## src/common/rtcct_pkg.sv

```systemverilog
// rtcct_pkg: register map, field positions, reset values and
// oscillator-tick counts for the countdown timer and control block.
// assumes a 32.768 kHz oscillator sampled into the 25 MHz ref_clk domain.
package rtcct_pkg;

   // register offsets (8-bit register address space)
   localparam logic [7:0] ADDR_CONTROL_STATUS_ONE = 8'h00;
   localparam logic [7:0] ADDR_CONTROL_STATUS_TWO = 8'h01;
   localparam logic [7:0] ADDR_SQUARE_WAVE_CONTROL = 8'h0d;
   localparam logic [7:0] ADDR_COUNTDOWN_CONTROL = 8'h0e;
   localparam logic [7:0] ADDR_COUNTDOWN_VALUE = 8'h0f;

   // control_status_one fields
   localparam int BIT_EXT_CLOCK_PROBE = 7;
   localparam int BIT_CHAIN_HALT = 5;
   localparam int BIT_POR_OVERRIDE_ON = 3;
   // control_status_two fields
   localparam int BIT_IRQ_LEVEL_OR_PULSE = 4;
   localparam int BIT_MATCH_FLAG = 3;
   localparam int BIT_COUNTDOWN_FLAG = 2;
   localparam int BIT_MATCH_IRQ_ON = 1;
   localparam int BIT_COUNTDOWN_IRQ_ON = 0;
   // square_wave_control fields
   localparam int BIT_SQUARE_OUT_ON = 7;
   localparam int BIT_SQUARE_RATE_LO = 0;
   // countdown_control fields
   localparam int BIT_TIMER_RUN = 7;
   localparam int BIT_TICK_RATE_SEL_LO = 0;

   // reset values of the stored bits
   localparam logic RST_EXT_CLOCK_PROBE = 1'b0;
   localparam logic RST_CHAIN_HALT = 1'b0;
   localparam logic RST_POR_OVERRIDE_ON = 1'b1;
   localparam logic RST_SQUARE_OUT_ON = 1'b1;
   localparam logic [1:0] RST_SQUARE_RATE = 2'h0;
   localparam logic RST_TIMER_RUN = 1'b0;
   localparam logic [1:0] RST_TICK_RATE = 2'h3;

   // tick rate select codes
   localparam logic [1:0] RATE_4096HZ = 2'h0;
   localparam logic [1:0] RATE_64HZ = 2'h1;
   localparam logic [1:0] RATE_1HZ = 2'h2;
   localparam logic [1:0] RATE_1_60HZ = 2'h3;
   // square-wave rate codes
   localparam logic [1:0] SQ_32768HZ = 2'h0;
   localparam logic [1:0] SQ_1024HZ = 2'h1;
   localparam logic [1:0] SQ_32HZ = 2'h2;

   // divider chain: 15 bits of oscillator ticks make one second
   localparam int CHAIN_W = 15;
   localparam logic [14:0] MASK_4096HZ = 15'h0007;
   localparam logic [14:0] MASK_64HZ = 15'h01ff;
   localparam logic [14:0] MASK_1HZ = 15'h7fff;
   localparam logic [5:0] SECONDS_PER_MINUTE_LAST = 6'h3b;
   // square-wave taps into the chain
   localparam int TAP_1024HZ = 4;
   localparam int TAP_32HZ = 9;
   localparam int TAP_1HZ = 14;

   // interrupt pulse widths, in oscillator ticks (32768 per second)
   localparam int OSC_HZ = 32768;
   localparam int PW_N1_4096_DEN = 8192;
   localparam int PW_N1_64_DEN = 128;
   localparam int PW_SLOW_DEN = 64;
   localparam int PW_4096_DEN = 4096;
   localparam logic [9:0] PW_N1_4096 = 10'(OSC_HZ / PW_N1_4096_DEN);
   localparam logic [9:0] PW_N1_64 = 10'(OSC_HZ / PW_N1_64_DEN);
   localparam logic [9:0] PW_SLOW = 10'(OSC_HZ / PW_SLOW_DEN);
   localparam logic [9:0] PW_4096 = 10'(OSC_HZ / PW_4096_DEN);

endpackage : rtcct_pkg

```

## src/logic/rtcct_osc_sync.sv

```systemverilog
// rtcct_osc_sync: brings the oscillator level into ref_clk and marks
// each rising edge with a one-cycle pulse.
// assumes the oscillator is far slower than ref_clk.
`timescale 1ns/100ps
module rtcct_osc_sync (
   // clock and reset
   input wire logic ref_clk,
   input wire logic rst,
   // oscillator pin
   input wire logic osc_in,
   // synchronised level and rising-edge pulse
   output logic osc_level,
   output logic osc_rise
);

   // all state of the synchroniser
   typedef struct packed {
      logic meta;   // first stage, read only by second
      logic stable; // second stage
      logic last;   // delayed copy for edge detect
   } rtcct_sync_state_t;

   rtcct_sync_state_t state;
   rtcct_sync_state_t next_state;

   // shift the chain
   always_comb begin
      next_state.meta = osc_in;
      next_state.stable = state.meta;
      next_state.last = state.stable;
   end

   // register the chain
   always_ff @(posedge ref_clk or posedge rst) begin
      if (rst) begin
         state <= '0;
      end else begin
         state <= next_state;
      end
   end

   assign osc_level = state.stable;
   assign osc_rise = state.stable & ~state.last;

endmodule : rtcct_osc_sync

```

## src/logic/rtcct_timer.sv

```systemverilog
// rtcct_timer: countdown timer, interrupt output and control/status
// registers of the serial clock, with divider chain and square-wave gate.
// assumes the serial-bus logic gives same-clock register strobes and the
// alarm matcher gives a one-cycle match pulse; the oscillator is a pin.
`timescale 1ns/100ps

// Overview of operation
// - timer counts only while run bit set
// - rate field picks 4096, 64, 1, 1/60 Hz
// - countdown value register holds 8-bit n
// - decrement to one, then reload, repeat
// - flag set at each countdown end
// - writing zero clears flag; read shows flag
// - writing one leaves flag unchanged
// - enable bit gates countdown interrupt
// - level mode follows countdown flag
// - pulse mode pulses at each end
// - pulse width depends on rate and n
// - zero load value stops the timer
// - read returns current countdown value
// - halt bit zeroes divider chain, only the 32768 Hz square keeps running
// - match flag clear-on-zero, gated by enable
// - square rate select, disabled means released
module rtcct_timer (
   // clock and reset
   input wire logic ref_clk,
   input wire logic rst,
   // oscillator pin
   input wire logic osc_in,
   // register access from the serial-bus logic
   input wire logic [7:0] reg_addr,
   input wire logic reg_wr,
   input wire logic [7:0] reg_wdata,
   output logic [7:0] reg_rdata,
   // alarm matcher event
   input wire logic match_event,
   // interrupt pin, active low
   output logic irq_n,
   // square-wave pin and its enable, enable low while driving
   output logic square_out,
   output logic square_out_oe_n,
   // to the time counters and test logic
   output logic second_tick,
   output logic ext_clock_probe,
   output logic por_override_on
);

   // all state of the block
   typedef struct packed {
      logic probe;            // ext clock test mode bit
      logic halt;             // divider chain halt bit
      logic por_ovr;          // power-on reset override bit
      logic level_or_pulse;   // 0 level, 1 pulse
      logic match_flag;       // alarm flag
      logic countdown_flag;   // timer flag
      logic match_irq_on;     // alarm interrupt enable
      logic countdown_irq_on; // timer interrupt enable
      logic sq_on;            // square-wave enable
      logic [1:0] sq_rate;    // square-wave rate
      logic timer_run;        // timer enable
      logic [1:0] tick_rate;  // timer source select
      logic [7:0] load;       // loaded countdown value
      logic [7:0] count;      // current countdown value
      logic [14:0] chain;     // oscillator divider chain
      logic [5:0] sixty;      // seconds within a minute
      logic [9:0] pulse_left; // pulse ticks remaining
      logic [7:0] rdata;      // read data register
      logic irq_n;            // interrupt pin
      logic sq;               // square-wave pin
      logic sq_oe_n;          // square-wave enable, low drives
      logic sec;              // one-cycle second tick
   } rtcct_state_t;

   rtcct_state_t state;
   rtcct_state_t next_state;

   // synchronised oscillator
   logic osc_level;
   logic osc_rise;

   rtcct_osc_sync u_osc_sync (
      .ref_clk(ref_clk),
      .rst(rst),
      .osc_in(osc_in),
      .osc_level(osc_level),
      .osc_rise(osc_rise)
   );

   // per-cycle decoded events
   logic tick_4096;
   logic tick_64;
   logic tick_1;
   logic tick_1_60;
   logic src_tick;
   logic wr_two;
   logic cd_end;
   logic [9:0] pw;
   logic sq_level;
   logic irq_active;

   // next-state logic
   always_comb begin
      next_state = state;
      wr_two = reg_wr && (reg_addr == rtcct_pkg::ADDR_CONTROL_STATUS_TWO);

      tick_4096 = osc_rise && ((state.chain & rtcct_pkg::MASK_4096HZ) == rtcct_pkg::MASK_4096HZ);
      tick_64 = osc_rise && ((state.chain & rtcct_pkg::MASK_64HZ) == rtcct_pkg::MASK_64HZ);
      tick_1 = osc_rise && (state.chain == rtcct_pkg::MASK_1HZ);
      tick_1_60 = tick_1 && (state.sixty == rtcct_pkg::SECONDS_PER_MINUTE_LAST);

      case (state.tick_rate)
         rtcct_pkg::RATE_4096HZ: src_tick = tick_4096;
         rtcct_pkg::RATE_64HZ: src_tick = tick_64;
         rtcct_pkg::RATE_1HZ: src_tick = tick_1;
         default: src_tick = tick_1_60;
      endcase

      if (state.halt) begin
         next_state.chain = '0;
         next_state.sixty = '0;
      end else if (osc_rise) begin
         // count oscillator ticks
         next_state.chain = state.chain + 15'h0001;
         if (tick_1) begin
            // minute counter for the slowest rate
            next_state.sixty = tick_1_60 ? 6'h00 : state.sixty + 6'h01;
         end
      end
      // second strobe to the time counters
      next_state.sec = tick_1 && !state.halt;

      cd_end = 1'b0;
      if (state.timer_run && (state.load != 8'h00) && src_tick && !state.halt) begin
         if (state.count <= 8'h01) begin
            next_state.count = state.load;
            cd_end = 1'b1;
         end else begin
            next_state.count = state.count - 8'h01;
         end
      end

      // pulse width by rate and n
      if (state.load == 8'h01) begin
         case (state.tick_rate)
            rtcct_pkg::RATE_4096HZ: pw = rtcct_pkg::PW_N1_4096;
            rtcct_pkg::RATE_64HZ: pw = rtcct_pkg::PW_N1_64;
            default: pw = rtcct_pkg::PW_SLOW;
         endcase
      end else begin
         pw = (state.tick_rate == rtcct_pkg::RATE_4096HZ) ? rtcct_pkg::PW_4096 : rtcct_pkg::PW_SLOW;
      end
      // pulse counts down on oscillator ticks
      if (cd_end) begin
         next_state.pulse_left = pw;
      end else if (osc_rise && (state.pulse_left != 10'h000)) begin
         next_state.pulse_left = state.pulse_left - 10'h001;
      end

      // register writes
      if (reg_wr) begin
         case (reg_addr)
            rtcct_pkg::ADDR_CONTROL_STATUS_ONE: begin
               next_state.probe = reg_wdata[rtcct_pkg::BIT_EXT_CLOCK_PROBE];
               next_state.halt = reg_wdata[rtcct_pkg::BIT_CHAIN_HALT];
               next_state.por_ovr = reg_wdata[rtcct_pkg::BIT_POR_OVERRIDE_ON];
            end
            rtcct_pkg::ADDR_CONTROL_STATUS_TWO: begin
               next_state.level_or_pulse = reg_wdata[rtcct_pkg::BIT_IRQ_LEVEL_OR_PULSE];
               next_state.match_irq_on = reg_wdata[rtcct_pkg::BIT_MATCH_IRQ_ON];
               next_state.countdown_irq_on = reg_wdata[rtcct_pkg::BIT_COUNTDOWN_IRQ_ON];
            end
            rtcct_pkg::ADDR_SQUARE_WAVE_CONTROL: begin
               next_state.sq_on = reg_wdata[rtcct_pkg::BIT_SQUARE_OUT_ON];
               next_state.sq_rate = reg_wdata[rtcct_pkg::BIT_SQUARE_RATE_LO +: 2];
            end
            rtcct_pkg::ADDR_COUNTDOWN_CONTROL: begin
               next_state.timer_run = reg_wdata[rtcct_pkg::BIT_TIMER_RUN];
               next_state.tick_rate = reg_wdata[rtcct_pkg::BIT_TICK_RATE_SEL_LO +: 2];
            end
            rtcct_pkg::ADDR_COUNTDOWN_VALUE: begin
               // load n and restart from it
               next_state.load = reg_wdata;
               next_state.count = reg_wdata;
            end
            default: begin
               // other addresses belong to other blocks
            end
         endcase
      end

      if (wr_two && !reg_wdata[rtcct_pkg::BIT_COUNTDOWN_FLAG]) begin
         next_state.countdown_flag = 1'b0;
      end
      // set at countdown end, set wins
      if (cd_end) begin
         next_state.countdown_flag = 1'b1;
      end
      if (wr_two && !reg_wdata[rtcct_pkg::BIT_MATCH_FLAG]) begin
         next_state.match_flag = 1'b0;
      end
      if (match_event) begin
         next_state.match_flag = 1'b1;
      end

      irq_active = (state.countdown_irq_on &&
                    (state.level_or_pulse ? (cd_end || state.pulse_left != 10'h000) :
                     (state.countdown_flag || cd_end))) ||
                   (state.match_irq_on && (state.match_flag || match_event));
      next_state.irq_n = !irq_active;

      case (state.sq_rate)
         rtcct_pkg::SQ_32768HZ: sq_level = osc_level;
         rtcct_pkg::SQ_1024HZ: sq_level = state.chain[rtcct_pkg::TAP_1024HZ];
         rtcct_pkg::SQ_32HZ: sq_level = state.chain[rtcct_pkg::TAP_32HZ];
         default: sq_level = state.chain[rtcct_pkg::TAP_1HZ];
      endcase
      next_state.sq = state.sq_on ? sq_level : 1'b0;
      next_state.sq_oe_n = !state.sq_on;

      // read data, unused bits read zero
      case (reg_addr)
         rtcct_pkg::ADDR_CONTROL_STATUS_ONE: begin
            next_state.rdata = '0;
            next_state.rdata[rtcct_pkg::BIT_EXT_CLOCK_PROBE] = state.probe;
            next_state.rdata[rtcct_pkg::BIT_CHAIN_HALT] = state.halt;
            next_state.rdata[rtcct_pkg::BIT_POR_OVERRIDE_ON] = state.por_ovr;
         end
         rtcct_pkg::ADDR_CONTROL_STATUS_TWO: begin
            next_state.rdata = '0;
            next_state.rdata[rtcct_pkg::BIT_IRQ_LEVEL_OR_PULSE] = state.level_or_pulse;
            next_state.rdata[rtcct_pkg::BIT_MATCH_FLAG] = state.match_flag;
            next_state.rdata[rtcct_pkg::BIT_COUNTDOWN_FLAG] = state.countdown_flag;
            next_state.rdata[rtcct_pkg::BIT_MATCH_IRQ_ON] = state.match_irq_on;
            next_state.rdata[rtcct_pkg::BIT_COUNTDOWN_IRQ_ON] = state.countdown_irq_on;
         end
         rtcct_pkg::ADDR_SQUARE_WAVE_CONTROL: begin
            next_state.rdata = '0;
            next_state.rdata[rtcct_pkg::BIT_SQUARE_OUT_ON] = state.sq_on;
            next_state.rdata[rtcct_pkg::BIT_SQUARE_RATE_LO +: 2] = state.sq_rate;
         end
         rtcct_pkg::ADDR_COUNTDOWN_CONTROL: begin
            next_state.rdata = '0;
            next_state.rdata[rtcct_pkg::BIT_TIMER_RUN] = state.timer_run;
            next_state.rdata[rtcct_pkg::BIT_TICK_RATE_SEL_LO +: 2] = state.tick_rate;
         end
         rtcct_pkg::ADDR_COUNTDOWN_VALUE: next_state.rdata = state.count;
         default: next_state.rdata = '0;
      endcase
   end

   // state register, reset to documented defaults
   always_ff @(posedge ref_clk or posedge rst) begin
      if (rst) begin
         state <= '0;
         state.probe <= rtcct_pkg::RST_EXT_CLOCK_PROBE;
         state.halt <= rtcct_pkg::RST_CHAIN_HALT;
         state.por_ovr <= rtcct_pkg::RST_POR_OVERRIDE_ON;
         state.sq_on <= rtcct_pkg::RST_SQUARE_OUT_ON;
         state.sq_rate <= rtcct_pkg::RST_SQUARE_RATE;
         state.timer_run <= rtcct_pkg::RST_TIMER_RUN;
         state.tick_rate <= rtcct_pkg::RST_TICK_RATE;
         state.irq_n <= 1'b1;
         state.sq_oe_n <= 1'b1;
      end else begin
         state <= next_state;
      end
   end

   // outputs straight from the state register
   assign reg_rdata = state.rdata;
   assign irq_n = state.irq_n;
   assign square_out = state.sq;
   assign square_out_oe_n = state.sq_oe_n;
   assign second_tick = state.sec;
   assign ext_clock_probe = state.probe;
   assign por_override_on = state.por_ovr;

endmodule : rtcct_timer

```

## config.mk

```make
export PLATFORM = sky130hd
export DESIGN_NAME = rtcct_timer
export DESIGN_NICKNAME = d
export VERILOG_FILES = /design/src/common/rtcct_pkg.sv /design/src/logic/rtcct_osc_sync.sv /design/src/logic/rtcct_timer.sv
export SDC_FILE = /design/constraint.sdc
export NUM_CORES = 1
export LEC_CHECK = 0
export ABC_CLOCK_PERIOD_IN_PS = 3100
export BUFFER_PORTS_ARGS = -buffer_cell sky130_fd_sc_hd__buf_2
export CAP_MARGIN = 20
export CORE_MARGIN = 1.5
export CORE_UTILIZATION = 50
export DETAILED_ROUTE_END_ITERATION = 12
export PLACE_DENSITY_LB_ADDON = 0.05
export REMOVE_ABC_BUFFERS = 1
export SLEW_MARGIN = 20
export SYNTH_ARGS = -nofsm -noshare
export SYNTH_HDL_FRONTEND = slang
export SYNTH_SLANG_ARGS = --single-unit
```

## constraint.sdc

```tcl
create_clock -name ref_clk -period 3.1 [get_ports ref_clk]
set_input_delay 0.62 -clock ref_clk [delete_from_list [all_inputs] [get_ports ref_clk]]
set_output_delay 0.62 -clock ref_clk [all_outputs]
set_load 0.1 [all_outputs]
```

==> results.json <==
{
  "slowest_stage": "or4_2",
  "end_kind": "register",
  "final_util_pct": 57.54,
  "via_per_inst": 5.719,
  "leakage_nw": 2.073,
  "drtIter0Drc": 132,
  "syn_to_final_growth_pct": 12.01,
  "htreeDepth": 3,
  "grt_pass1_vias": 2962,
  "diodes": 0,
  "rows": 32,
  "cts_tree": "done",
  "ant_nets": 0,
  "slew_viol_final": 0,
  "synth_flop_cell": "dfrtp_1",
  "die_w_um": 91.64,
  "ir_worst_vdd_v": 0.0002639,
  "r2r_end": "state[49]",
  "cts_buffers": 9,
  "ys_seq_elements": 76,
  "synth_edf_count": 0,
  "period_needed_ns": 2.456,
  "clockRootBuffer": "clkbuf_8",
  "io_buffers": 34,
  "clk_latency_ns": 0.35,
  "grt_start_max_net_pins": 63,
  "period_share_pct": 79.21,
  "startpoint": "state[32]",
  "ys_types": 61,
  "yosysSeqAreaShare_pct": 48.60,
  "setup_violations": 0,
  "path_max_fanout": 14,
  "dr.pass1.iters": 4,
  "grtUsageTotal_pct": 22.61,
  "reg2regPathDepth": 8,
  "finalHoldViolCount": 0,
  "setup_tns_ns": 0,
  "min_path_type": "in -> async",
  "drive_gt1_share_pct": 22.99,
  "clock_path_buffers": 2,
  "io_pins": 35,
  "start_util_pct": 51.37,
  "startpoint_type": "register",
  "yosys_warnings": 0,
  "power_density_mw_per_mm2": 524.9,
  "whs_ns": 0.2267,
  "slew_headroom_pct": 38.04,
  "core_mm2": 0.007647,
  "fp.dieArea_mm2": 0.008398,
  "dp_hpwl_um": 6086,
  "gp_congestion": 0.8409,
  "synth_area_mm2": 0.003929,
  "cp_top_family": "simple AND/OR/NAND/NOR gates",
  "wire_per_inst_um": 16.58,
  "slowest_delay_ns": 0.66,
  "path_buf_inv": 1,
  "fillers": 666,
  "synth_area_leader_cell": "dfrtp_1",
  "cts.sinks": 76,
  "crit_chain": "nand4_1 -> nor2_1 -> ha_1 -> mux2_2 -> o2111ai_1 -> buf_4 -> or4_2 -> a31oi_1",
  "grt_pass1_wl_um": 14840,
  "reg2reg_slack_ns": 0.64,
  "status": "finished, final reports clean",
  "ctsResizeCount": 0,
  "overflow": 0,
  "worst-path-stages": 8,
  "antenna_found_initial": 0,
  "synthTopCellsByCount": "dfrtp_1 (70), nand2_1 (38), nor2_1 (32), mux2_2 (14)",
  "timing.rr.start": "state[32]",
  "die_height_um": 91.64,
  "arrival_ns": 2.73,
  "setup.worst_path.class": "reg -> reg",
  "drc": 0,
  "maxCapViolCount": 0,
  "final_nets": 445,
  "yosysMostFrequentCell": "dfrtp_1",
  "synth_cells": 386,
  "fmax_mhz": 407.2,
  "cts_setup_buffers": 0,
  "routed_wl_um": 8687,
  "cp_data_required_time_ns": 3.37,
  "worst_slew_pin_slew_ns": 0.9060,
  "ctsHoldBuffers": 0,
  "vias": 2997,
  "endpoint": "state[49]",
  "clk_transition_reported_paths_ns": 0.08,
  "synth.area.top_cells": "dfrtp_1 (45%), dfstp_2 (4.0%), mux2_2 (4.0%)",
  "yosysTopAreaCellShare_pct": 44.59,
  "syn_area_per_cell_um2": 10.18,
  "async_reset_ff_share_pct": 100.0,
  "skew_ns": 0.008112,
  "rsz0062_at_grt": "false"
}
power by group:
| part | internal (mW) | switching, mW | total, mW |
|---|---|---|---|
| Clock | 0.473 | 0.377 | 0.851 |
| Combinational | 0.135 | 0.186 | 0.322 |
| Sequential | 1.06 | 0.0797 | 1.14 |
per-layer routing:
layer | track usage, % | vias up | routed length, um
li1 | - | 1446 | -
met1 | 31.56 | 1471 | 4200
met2 | 35.32 | 70 | 4020
met3 | 5.887 | 10 | 376
met4 | 5.339 | 0 | 90
met5 | 0 | - | 0
cell type report:
cell class	instances	area (um^2)	share of cell area, %
clock inverter	6	87.58	1.990
clock buffer	10	137.6	3.128
multi-input combinational	272	1821	41.37
inverter	12	45.04	1.024
timing repair buffer	46	272.8	6.198
tap	102	127.6	2.900
sequential	76	1909	43.39
stage by stage:
stage | std cells | total power [mW] | worst slack, ns | instance area (um^2)
after floorplan | 360 | 1.378 | 0.5516 | 3775
after global placement | 508 | 1.469 | 0.5082 | 4175
after detailed placement | 508 | 1.476 | 0.4901 | 4175
after CTS | 524 | 2.336 | 0.6359 | 4400
after global routing | 524 | 2.425 | 0.4414 | 4400
final | 524 | 2.310 | 0.6443 | 4400
how the worst min path moves through the flow:
stage,startpoint,to,cells after the start,slack [ns]
2_1_floorplan,u_osc_sync.next_state[1],u_osc_sync.osc_level,0,0.33
5_1_grt,rst,u_osc_sync.next_state[1],2,0.24
6_report,rst,u_osc_sync.next_state[1],2,0.23
4_1_cts,rst,reg_rdata[6],2,0.22
3_5_place_dp,u_osc_sync.next_state[1],u_osc_sync.osc_level,0,0.34
3_3_place_gp,u_osc_sync.next_state[1],u_osc_sync.osc_level,0,0.34
cell families after synthesis:
family          synth area share (%)
compound gates                 12.83
xor+xnor                       4.236
fa+ha+maj                      2.229
buf+inv                        5.063
flops                          48.60
mux                            6.115
simple gates                   20.92
cells in the final DEF (no fill, tap or decap), types with 8 or more instances in the layout:
cell,n
buf_4,11
nand2_1,38
dfrtp_1,70
nor3_1,11
nor4_1,12
a21o_1,8
mux2_2,14
a21oi_1,9
clkbuf_8,10
xor2_1,11
inv_1,11
nor2_1,32
buf_2,34
o21ai_0,9
xnor2_1,8
nand3_1,12
state kept, by name, indices dropped and copies added, names as in the netlist:
register               count
square_out                 1
u_osc_sync.state           1
u_osc_sync.next_state      1
u_osc_sync.osc_level       1
irq_n                      1
reg_rdata                  8
por_override_on            1
square_out_oe_n            1
ext_clock_probe            1
second_tick                1
state                     59
No activity file was read; power rests on OpenSTA's default activity.
